File: config.mk
export PLATFORM = sky130hd
export DESIGN_NAME = cpc_carrier_phase_control
export DESIGN_NICKNAME = d
export VERILOG_FILES = /design/src/inc/cpc_pkg.sv /design/src/rtl/cpc_sine_rom.sv /design/src/rtl/cpc_carrier_phase_control.sv
export SDC_FILE = /design/constraint.sdc
export NUM_CORES = 2
export LEC_CHECK = 0
export ABC_AREA = 1
export BUFFER_PORTS_ARGS = -buffer_cell sky130_fd_sc_hd__buf_2
export CORE_ASPECT_RATIO = 1.25
export CORE_MARGIN = 2
export CORE_UTILIZATION = 30
export DETAILED_ROUTE_END_ITERATION = 7
export GPL_ROUTABILITY_DRIVEN = 0
export GPL_TIMING_DRIVEN = 0
export SLEW_MARGIN = 20
export SYNTH_ARGS = -nofsm -noshare
export SYNTH_HDL_FRONTEND = slang
export SYNTH_HIERARCHICAL = 1
export SYNTH_SLANG_ARGS = --single-unit
File: constraint.sdc
create_clock -name sys_clk -period 11.9 [get_ports sys_clk]
set_clock_uncertainty 0.1 [all_clocks]
set_input_delay 1.19 -clock sys_clk [delete_from_list [all_inputs] [get_ports sys_clk]]
set_output_delay 1.19 -clock sys_clk [all_outputs]
set_load 0.02 [all_outputs]
File: src/inc/cpc_pkg.sv
// Shared constants, types and register map of the carrier phase control block
package cpc_pkg;

    localparam int N_OSC = 4;
    localparam int PH_W = 16;
    localparam int ENV_W = 16;
    localparam int SIN_W = 8;
    localparam int OUT_W = 18;
    localparam int ROM_AW = 6;
    localparam int AV_AW = 8;

    localparam logic [AV_AW-1:0] REG_CTRL = 8'h00;
    localparam logic [AV_AW-1:0] REG_OSC_SEL = 8'h04;
    localparam logic [AV_AW-1:0] REG_STATUS = 8'h08;
    localparam logic [3:0] REG_FREQ_PAGE = 4'h1;
    localparam logic [3:0] REG_PHASE_PAGE = 4'h2;
    localparam logic [3:0] REG_ACC_PAGE = 4'h3;

    localparam int CTRL_OWN_BIT = 0;
    localparam int CTRL_MOD_LSB = 1;
    localparam int CTRL_GEN_N_LSB = 3;
    localparam int CTRL_GEN_M_LSB = 5;
    localparam int STAT_BUSY_BIT = 0;
    localparam int STAT_PEND_LSB = 1;
    localparam int STAT_OWN_BIT = 5;

    localparam logic OWN_RST = 1'b1;
    localparam logic [1:0] MOD_RST = 2'h0;
    localparam logic [1:0] GEN_N_RST = 2'h0;
    localparam logic [1:0] GEN_M_RST = 2'h1;
    localparam logic [7:0] OSC_SEL_RST = 8'he4;
    localparam logic [PH_W-1:0] FREQ_RST = 16'h0000;

    localparam logic [1:0] MOD_OFF = 2'h0;
    localparam logic [1:0] MOD_PAIR = 2'h1;
    localparam logic [1:0] MOD_ADV = 2'h2;

    localparam int CLK_PERIOD_NS = 20;
    localparam int SYNC_TIME_NS = 2000;
    localparam int SYNC_CYCLES = (SYNC_TIME_NS + CLK_PERIOD_NS - 1) / CLK_PERIOD_NS;
    localparam int SYNC_CW = 7;
    localparam logic [SYNC_CW-1:0] SYNC_LOAD = SYNC_CW'(SYNC_CYCLES - 1);

    typedef enum logic [2:0] {
        OP_LOAD = 3'b001,
        OP_ADD = 3'b010,
        OP_CLEAR = 3'b100
    } cpc_op_e;

    typedef enum logic [1:0] {
        SYNC_IDLE = 2'b01,
        SYNC_BUSY = 2'b10
    } cpc_sync_e;

    typedef struct packed {
        logic valid;
        cpc_op_e op;
        logic [1:0] gen;
        logic [PH_W-1:0] value;
        logic has_mask;
        logic [N_OSC-1:0] mask;
    } cpc_instr_s;

    typedef struct packed {
        logic valid;
        logic [ENV_W-1:0] ch1;
        logic [ENV_W-1:0] ch2;
    } cpc_env_s;

    typedef struct packed {
        logic [OUT_W-1:0] w1;
        logic [OUT_W-1:0] w2;
    } cpc_wave_s;

endpackage

File: src/rtl/cpc_sine_rom.sv
// One-period sine lookup built from a quarter-wave table, registered output
`timescale 1ns/1ps
module cpc_sine_rom (
    input wire logic sys_clk,
    input wire logic rst_b,
    input wire logic [cpc_pkg::ROM_AW-1:0] idx,
    output logic signed [cpc_pkg::SIN_W-1:0] sine_q
);
    import cpc_pkg::*;

    localparam logic [6:0] QTAB [16] = '{
        7'h06, 7'h13, 7'h1f, 7'h2b, 7'h36, 7'h41, 7'h4c, 7'h55,
        7'h5e, 7'h66, 7'h6d, 7'h73, 7'h78, 7'h7b, 7'h7e, 7'h7f
    };

    wire logic [3:0] q_idx = idx[4] ? ~idx[3:0] : idx[3:0];
    wire logic [SIN_W-1:0] mag = {1'b0, QTAB[q_idx]};
    wire logic [SIN_W-1:0] val = idx[5] ? (~mag + 8'h01) : mag;

    always_ff @(posedge sys_clk or negedge rst_b) begin
        if (!rst_b) begin
            sine_q <= 8'sh00;
        end else begin
            sine_q <= signed'(val);
        end
    end
endmodule

File: src/rtl/cpc_carrier_phase_control.sv
// Carrier phase control: owned oscillators, sine generators, modulation and register slave
//
// Our own choices: the register addresses and the Avalon-MM register port.
`timescale 1ns/1ps
// Functional notes
// - Load or add carrier phase in real time
// - Oscillator phases can be reset at sequence start
// - Replica frequency update is slow, not real-time
// - Fast reset only in ownership mode; disables sync
// - Core uses only its own four oscillators
// - Without option, ownership fixed and not configurable
// - Reset without operand clears all owned oscillators
// - Mask operand clears only selected owned oscillators
// - Increment applied when preceding playback ends
// - Increment before first playback waits for it
// - Multi-carrier: four lanes, each times own oscillator
// - Lanes update quarter rate, products full rate
// - Advanced mode: each lane has selectable oscillator
// - Every oscillator accumulates phase independently
// - Generator pair: N on output one, M two
// - Phase accumulator plus offset through sine table
module cpc_carrier_phase_control #(
    parameter bit MF_OPTION = 1'b1
) (
    input wire logic sys_clk,
    input wire logic rst_b,
    input wire logic [cpc_pkg::AV_AW-1:0] avs_address,
    input wire logic avs_read,
    input wire logic avs_write,
    input wire logic [31:0] avs_writedata,
    input wire logic [3:0] avs_byteenable,
    output logic [31:0] avs_readdata,
    output logic avs_waitrequest,
    input wire cpc_pkg::cpc_instr_s seq_instr,
    input wire logic play_end,
    input wire cpc_pkg::cpc_env_s env_in,
    output cpc_pkg::cpc_wave_s wave_out
);
    import cpc_pkg::*;

    function automatic logic [31:0] be_merge(input logic [31:0] old, input logic [31:0] wd, input logic [3:0] be);
        logic [31:0] r;
        r = old;
        for (int i = 0; i < 4; i++) begin
            if (be[i]) begin
                r[i*8 +: 8] = wd[i*8 +: 8];
            end
        end
        return r;
    endfunction

    function automatic logic [ENV_W-1:0] mul_scale(input logic [ENV_W-1:0] e, input logic [SIN_W-1:0] s);
        logic signed [ENV_W+SIN_W-1:0] p;
        p = signed'(e) * signed'(s);
        return p[ENV_W+SIN_W-2 -: ENV_W];
    endfunction

    function automatic logic [OUT_W-1:0] sext(input logic [ENV_W-1:0] v);
        return {{(OUT_W-ENV_W){v[ENV_W-1]}}, v};
    endfunction

    logic wait_r;
    logic [31:0] rdata_r;
    logic own_mode_r;
    logic [1:0] mod_r;
    logic [1:0] gen_n_r;
    logic [1:0] gen_m_r;
    logic [7:0] osc_sel_r;
    logic [PH_W-1:0] freq_r [N_OSC];
    logic [PH_W-1:0] stage_r [N_OSC];
    cpc_sync_e sync_state_r;
    cpc_sync_e sync_state_nxt;
    logic [SYNC_CW-1:0] sync_cnt_r;
    logic [SYNC_CW-1:0] sync_cnt_nxt;
    logic [PH_W-1:0] osc_acc_r [N_OSC];
    logic [PH_W-1:0] gen_phase_r [N_OSC];
    logic [PH_W-1:0] gen_phase_nxt [N_OSC];
    logic [PH_W-1:0] pend_r [N_OSC];
    logic [PH_W-1:0] pend_nxt [N_OSC];
    logic [N_OSC-1:0] pend_flag_r;
    logic [N_OSC-1:0] pend_flag_nxt;
    logic [ENV_W-1:0] lane_r [N_OSC];
    logic [ENV_W-1:0] env1_r;
    logic [ENV_W-1:0] env2_r;
    logic [1:0] lane_cnt_r;
    logic [SIN_W-1:0] sine_q [N_OSC];
    logic [PH_W-1:0] phase_sum [N_OSC];
    logic [ENV_W-1:0] lane_prod [N_OSC];

    // Register slave: waitrequest drops for one cycle per access
    wire logic wr_en = avs_write && !wait_r;
    wire logic rd_take = avs_read && wait_r;
    wire logic [3:0] page = avs_address[7:4];
    wire logic [1:0] widx = avs_address[3:2];
    wire logic ctrl_hit = (avs_address == REG_CTRL);
    wire logic sel_hit = (avs_address == REG_OSC_SEL);
    wire logic stat_hit = (avs_address == REG_STATUS);
    wire logic freq_hit = (page == REG_FREQ_PAGE) && (avs_address[1:0] == 2'h0);
    wire logic phase_hit = (page == REG_PHASE_PAGE) && (avs_address[1:0] == 2'h0);
    wire logic acc_hit = (page == REG_ACC_PAGE) && (avs_address[1:0] == 2'h0);
    wire logic freq_wr = wr_en && freq_hit;

    wire logic [31:0] ctrl_val = {25'h0, gen_m_r, gen_n_r, mod_r, own_mode_r};
    wire logic [31:0] stat_val = {26'h0, own_mode_r, pend_flag_r, sync_state_r == SYNC_BUSY};
    wire logic [31:0] ctrl_w = be_merge(ctrl_val, avs_writedata, avs_byteenable);
    wire logic [31:0] sel_w = be_merge({24'h0, osc_sel_r}, avs_writedata, avs_byteenable);
    wire logic [31:0] freq_w = be_merge({16'h0, stage_r[widx]}, avs_writedata, avs_byteenable);
    wire logic [31:0] rd_mux = ctrl_hit ? ctrl_val :
                               sel_hit ? {24'h0, osc_sel_r} :
                               stat_hit ? stat_val :
                               freq_hit ? {16'h0, freq_r[widx]} :
                               phase_hit ? {16'h0, gen_phase_r[widx]} :
                               acc_hit ? {16'h0, osc_acc_r[widx]} : 32'h0;
    // Without the option the ownership bit stays set
    wire logic own_w = MF_OPTION ? ctrl_w[CTRL_OWN_BIT] : 1'b1;

    always_ff @(posedge sys_clk or negedge rst_b) begin
        if (!rst_b) begin
            wait_r <= 1'b1;
            rdata_r <= 32'h0;
        end else begin
            wait_r <= !((avs_read || avs_write) && wait_r);
            if (rd_take) begin
                rdata_r <= rd_mux;
            end
        end
    end

    always_ff @(posedge sys_clk or negedge rst_b) begin
        if (!rst_b) begin
            own_mode_r <= OWN_RST;
            mod_r <= MOD_RST;
            gen_n_r <= GEN_N_RST;
            gen_m_r <= GEN_M_RST;
            osc_sel_r <= OSC_SEL_RST;
        end else if (wr_en && ctrl_hit) begin
            own_mode_r <= own_w;
            mod_r <= ctrl_w[CTRL_MOD_LSB +: 2];
            gen_n_r <= ctrl_w[CTRL_GEN_N_LSB +: 2];
            gen_m_r <= ctrl_w[CTRL_GEN_M_LSB +: 2];
        end else if (wr_en && sel_hit) begin
            osc_sel_r <= sel_w[7:0];
        end
    end

    // Replica synchronisation: staged frequencies land after a slow delay
    wire logic sync_done = (sync_state_r == SYNC_BUSY) && (own_mode_r || sync_cnt_r == '0);

    always_comb begin
        sync_state_nxt = sync_state_r;
        sync_cnt_nxt = sync_cnt_r;
        unique case (sync_state_r)
            SYNC_IDLE: begin
                sync_cnt_nxt = sync_cnt_r;
            end
            SYNC_BUSY: begin
                if (sync_done) begin
                    sync_state_nxt = SYNC_IDLE;
                end else begin
                    sync_cnt_nxt = sync_cnt_r - 1'b1;
                end
            end
        endcase
        if (freq_wr && !own_mode_r) begin
            sync_state_nxt = SYNC_BUSY;
            sync_cnt_nxt = SYNC_LOAD;
        end
    end

    always_ff @(posedge sys_clk or negedge rst_b) begin
        if (!rst_b) begin
            sync_state_r <= SYNC_IDLE;
            sync_cnt_r <= '0;
        end else begin
            sync_state_r <= sync_state_nxt;
            sync_cnt_r <= sync_cnt_nxt;
        end
    end

    always_ff @(posedge sys_clk or negedge rst_b) begin
        if (!rst_b) begin
            for (int k = 0; k < N_OSC; k++) begin
                freq_r[k] <= FREQ_RST;
                stage_r[k] <= FREQ_RST;
            end
        end else begin
            for (int k = 0; k < N_OSC; k++) begin
                if (freq_wr && widx == 2'(k)) begin
                    stage_r[k] <= freq_w[PH_W-1:0];
                end
                if (freq_wr && own_mode_r && widx == 2'(k)) begin
                    freq_r[k] <= freq_w[PH_W-1:0];
                end else if (sync_done) begin
                    freq_r[k] <= stage_r[k];
                end
            end
        end
    end

    // Sequencer instruction decode
    wire logic is_load = seq_instr.valid && seq_instr.op == OP_LOAD;
    wire logic is_add = seq_instr.valid && seq_instr.op == OP_ADD;
    // Oscillator clear is ignored outside ownership mode
    wire logic is_clear = seq_instr.valid && seq_instr.op == OP_CLEAR && own_mode_r;
    wire logic [N_OSC-1:0] clr_mask = !is_clear ? 4'h0 :
                                      seq_instr.has_mask ? seq_instr.mask : 4'hf;

    // Only the four owned oscillators exist here, so no other can be touched
    always_ff @(posedge sys_clk or negedge rst_b) begin
        if (!rst_b) begin
            for (int k = 0; k < N_OSC; k++) begin
                osc_acc_r[k] <= '0;
            end
        end else begin
            for (int k = 0; k < N_OSC; k++) begin
                osc_acc_r[k] <= clr_mask[k] ? '0 : osc_acc_r[k] + freq_r[k];
            end
        end
    end

    // Loads act at once; increments wait in a pending sum until playback ends
    always_comb begin
        for (int k = 0; k < N_OSC; k++) begin
            gen_phase_nxt[k] = (is_load && seq_instr.gen == 2'(k)) ? seq_instr.value : gen_phase_r[k];
            pend_nxt[k] = pend_r[k] + ((is_add && seq_instr.gen == 2'(k)) ? seq_instr.value : '0);
            pend_flag_nxt[k] = pend_flag_r[k] || (is_add && seq_instr.gen == 2'(k));
            if (play_end) begin
                gen_phase_nxt[k] = gen_phase_nxt[k] + pend_nxt[k];
                pend_nxt[k] = '0;
                pend_flag_nxt[k] = 1'b0;
            end
        end
    end

    always_ff @(posedge sys_clk or negedge rst_b) begin
        if (!rst_b) begin
            pend_flag_r <= '0;
            for (int k = 0; k < N_OSC; k++) begin
                gen_phase_r[k] <= '0;
                pend_r[k] <= '0;
            end
        end else begin
            pend_flag_r <= pend_flag_nxt;
            for (int k = 0; k < N_OSC; k++) begin
                gen_phase_r[k] <= gen_phase_nxt[k];
                pend_r[k] <= pend_nxt[k];
            end
        end
    end

    // Sine generators: selected owned oscillator plus own offset
    for (genvar g = 0; g < N_OSC; g++) begin : gen_sine
        assign phase_sum[g] = osc_acc_r[osc_sel_r[2*g +: 2]] + gen_phase_r[g];
        assign lane_prod[g] = mul_scale(lane_r[g], sine_q[g]);
        cpc_sine_rom u_rom (
            .sys_clk(sys_clk),
            .rst_b(rst_b),
            .idx(phase_sum[g][PH_W-1 -: ROM_AW]),
            .sine_q(sine_q[g])
        );
    end

    // Envelope capture and interleave into lanes
    wire logic adv_mode = (mod_r == MOD_ADV);
    always_ff @(posedge sys_clk or negedge rst_b) begin
        if (!rst_b) begin
            env1_r <= '0;
            env2_r <= '0;
            lane_cnt_r <= 2'h0;
            for (int k = 0; k < N_OSC; k++) begin
                lane_r[k] <= '0;
            end
        end else if (env_in.valid) begin
            env1_r <= env_in.ch1;
            env2_r <= env_in.ch2;
            if (adv_mode) begin
                lane_r[lane_cnt_r] <= env_in.ch1;
                lane_cnt_r <= lane_cnt_r + 2'h1;
            end else begin
                lane_cnt_r <= 2'h0;
            end
        end
    end

    wire logic [OUT_W-1:0] adv_sum = sext(lane_prod[0]) + sext(lane_prod[1])
                                   + sext(lane_prod[2]) + sext(lane_prod[3]);
    wire logic [OUT_W-1:0] pair_w1 = sext(mul_scale(env1_r, sine_q[gen_n_r]));
    wire logic [OUT_W-1:0] pair_w2 = sext(mul_scale(env2_r, sine_q[gen_m_r]));
    wire logic [OUT_W-1:0] w1_sel = adv_mode ? adv_sum : (mod_r == MOD_PAIR) ? pair_w1 : sext(env1_r);
    wire logic [OUT_W-1:0] w2_sel = (mod_r == MOD_PAIR || adv_mode) ? pair_w2 : sext(env2_r);

    // Products refresh every clock, whatever the lane update rate
    always_ff @(posedge sys_clk or negedge rst_b) begin
        if (!rst_b) begin
            wave_out <= '0;
        end else begin
            wave_out.w1 <= w1_sel;
            wave_out.w2 <= w2_sel;
        end
    end

    assign avs_readdata = rdata_r;
    assign avs_waitrequest = wait_r;
endmodule

==> results by stage <==
Status:
- The run finished with clean final reports.

Clocking:
- The clock latency of the later-clocked register in the worst-skew pair is around 0.72 ns.
- For this design, the sink count on the clock tree is 529.
- The clock passes through at most 3 buffers.
- Clock tree synthesis selected as its root buffer the cell clkbuf_16.
- The post-CTS setup repair buffer count is 0.
- For this design, the CTS-stage hold fixing added 0 buffers.
- The CTS clock-pin slew for the worst setup and hold paths is around 0.06 ns.
- The TritonCTS clock tree is yes.
- The number of gates resized after CTS was 0.
- The number of levels in the clock H-tree is 3.
- The number of buffers created by CTS is 74.

Floorplan:
- The die footprint is about 0.23 mm^2.
- From bottom edge to top edge, the die measures 534 um.
- For this design the top-level I/O count stands at roughly 180.
- The starting density of the core is 0.302.
- After floorplanning, the core was divided into 194 placement rows.
- The core region area is approximately 0.22 mm^2.
- The die span in x is 428 um.

Setup path:
- The critical path endpoint category is a register.
- On the critical path, the stage with the largest delay is an instance of a211oi_1.
- The cell that appears most often on the critical path is nand2_1.
- STA puts the critical path data required time at 12.33 ns.
- The critical path data arrival time is between 8 and 9 ns.
- The kind of critical path is reg -> reg.
- The maximum fanout along the worst path is 10.
- The kind of launch point of the worst setup path is a register.
- The peak per-stage delay on the critical path is 0.73 ns.

Drt:
- In the routed design, unresolved DRC markers number 0.
- The number of iterations in the first detailed-routing pass is 8.
- The number of nets with antenna violations after routing is 0.
- After detailed routing, the average wire length per cell comes to 18.9 um.
- The vias after detailed routing is around 63,000.
- After detailed routing, the total wire length is 241,000 um.
- The first-iteration detailed-routing DRC count is between 5,000 and 6,000.
- Using the TritonRoute via totals, the vias-per-cell ratio works out to about 4.9.

STA:
- Headroom to the max-slew limit came out at 0.152.
- Setup slack closes at 3.70 ns.
- The setup total negative slack is 0 ns.
- The count of pins over their slew limit is 0.
- The hold violation count in the final report came to 0.
- The share of the clock period used by the worst path after layout is 0.689.
- Setup violations remaining at the end of the flow were counted as 0.
- Setup repair after global routing left no endpoint under its margin.
- For the pin with the worst max-slew slack, the measured transition is around 1.3 ns.
- Derived from the worst setup path, the maximum achievable clock frequency is 0.122 GHz.
- The final critical-path required period is a little over 8 ns.

Place:
- The quantity of I/O buffers inserted on ports is between 100 and 150.
- The pre-CTS setup slack is a little under 4 ns.
- Detailed placement ended at an HPWL of 194,000 um.

Synth:
- The gate count after technology mapping is between 9,000 and 10,000.
- The Yosys step of the flow raised 6 warnings.
- For this run, the register share of the synthesized area comes to 0.197.
- The share of flip-flops with an asynchronous set or reset is 1.00.
- The number of different library cells used by synthesis comes to 67.
- The number of flops mapped to enable cells by yosys is 0.
- The post-synthesis sequential element count is 529.
- The most used flip-flop cell after synthesis is dfrtp_1.
- A synthesized cell averages 7.09 um^2.
- The mapped netlist covers approximately 0.067 mm^2.

Finish:
- The multi-input combinational cells in the finished layout cover a total of around 0.046 mm^2.
- The final-layout fill cell count is roughly 24,000.
- For this run, the post-layout net count is between 10,000 and 15,000.
- The fraction of layout cells with a size suffix above 1 is 0.0543.
- The area growth from synthesis to layout is 10.8%.
- Across the whole layout, storage elements account for about 0.013 mm^2.

GRT:
- The global-route congestion overflow total is 0.
- The initial antenna violation count is 14.
- The first global-routing pass estimated about 370,000 um of wire.
- The overall fraction of global-route tracks in use is 0.209.
- Entering global routing, the biggest net connects 93 pins.
- The number of global-route vias before repair was roughly 62,000.

Flow run:
- The tool flagged a number of max-cap violations equal to 0.

Min path:
- The path category of the worst min-delay check is in -> async.
placed cells by master, fill, tap and decap left out, types with 40 or more instances in the layout:
master and count:
buf_2 193, a21oi_1 472, xnor2_1 88, nor3_1 70
o22ai_1 101, ha_1 535, o21ai_0 688, clkbuf_16 75
nand2_1 2453, o21ai_1 40, fa_1 633, nand3_1 396
nor2_1 740, dfrtp_1 521, inv_1 1823, clkbuf_1 228
xor2_1 113, nand4_1 63
cell usage after synthesis (13+ instances only):
library cell	instances	area (um^2)
nand4_1	63	394
buf_4	24	180
a21oi_1	472	2360
nand2_1	2453	9210
nand3b_1	33	248
o21ai_1	41	205
dfrtp_1	521	13000
nand2_2	33	206
o2111ai_1	17	149
a22oi_1	30	225
nor3_1	70	350
xnor2_1	88	771
o31ai_1	23	173
o21ai_0	688	3440
nand3_1	396	1980
a211oi_1	13	97.6
inv_2	17	63.8
buf_6	16	180
o21bai_1	17	128
buf_2	52	260
fa_1	633	12700
or2_2	36	225
buf_1	25	93.8
nor4_1	14	87.6
nor2_1	740	2780
ha_1	535	6690
o22ai_1	101	632
clkbuf_1	218	818
o211ai_1	32	240
inv_1	1823	6840
xor2_1	113	990
a21o_1	26	195
per-layer routing:
| layer | wire length (um) | global-route usage | vias up |
|---|---|---|---|
| met5 | 13 | 0 | - |
| met4 | 15500 | 0.113 | 2 |
| met3 | 15600 | 0.0323 | 620 |
| met2 | 114000 | 0.352 | 2260 |
| met1 | 95600 | 0.255 | 29958 |
| li1 | - | - | 30068 |
per-stage QoR:
stage	std cells	utilization	hold slack, ns	area (um^2)
global route	12735	0.334	0.299	74600
finish	12742	0.334	0.291	74600
global placement	12591	0.321	0.360	71800
CTS	12732	0.334	0.280	74500
detailed placement	12597	0.322	0.368	72000
floorplan	9509	-	0.353	67400
area by class of cell:
type | count | share of cell area
plain buffers | 336 | 0.0206
multi-input cells | 6792 | 0.612
well taps | 2940 | 0.0493
inverters | 1852 | 0.0936
repair buffers | 148 | 0.0119
diodes | 10 | 0.000336
clock buffers | 99 | 0.0283
flip-flops and latches | 529 | 0.178
clock inverters | 36 | 0.00639
worst max-delay path, delay by kind of cell, from the launching register on:
family | cells | cell delay (ns)
adders and majority gates | 8 | 3.59
AOI/OAI and AO/OA | 3 | 1.18
DFF | 1 | 0.33
and+or+nand+nor | 13 | 1.19
buffers and inverters | 8 | 1.58
state kept, by name, summed over array words and instances, names as in the netlist, 4 cells and up:
name                   count
gen_sine.u_rom/sine_q     32
freq_r                    64
avs_readdata              16
wave_out                  34
stage_r                   64
pend_flag_r                4
osc_acc_r                 64
gen_phase_r               64
sync_cnt_r                 7
env1_r                    16
lane_r                    64
osc_sel_r                  8
env2_r                    16
pend_r                    64
path summary, 6_finish.rpt:
kind                                                  start                to  slack (ns)  cells after the start
worst max-delay path            gen_sine[3].u_rom/sine_q[4]      wave_out[32]        3.70                     32
worst min-delay path                                  rst_b       wave_out[8]        0.29                      1
worst max register to register  gen_sine[3].u_rom/sine_q[4]      wave_out[32]        3.70                     32
worst min register to register             avs_readdata[12]  avs_readdata[12]        0.38                      2
max in group asynchronous                             rst_b        pend_r[17]        9.58                      4
min in group sys_clk                       avs_readdata[12]  avs_readdata[12]        0.38                      2
logic make-up after synthesis:
logic type | Yosys count | synth area share
simple gates | 3884 | 0.237
buf+inv | 2188 | 0.126
compound gates | 1514 | 0.124
fa+ha+maj | 1168 | 0.288
flops | 529 | 0.197
xor+xnor | 209 | 0.0281
other cells | 1 | 0.0000557
mux | 1 | 0.000334
Power is not shown: default switching activity piles up to over one toggle a cycle in this logic, so the estimate is an artifact.
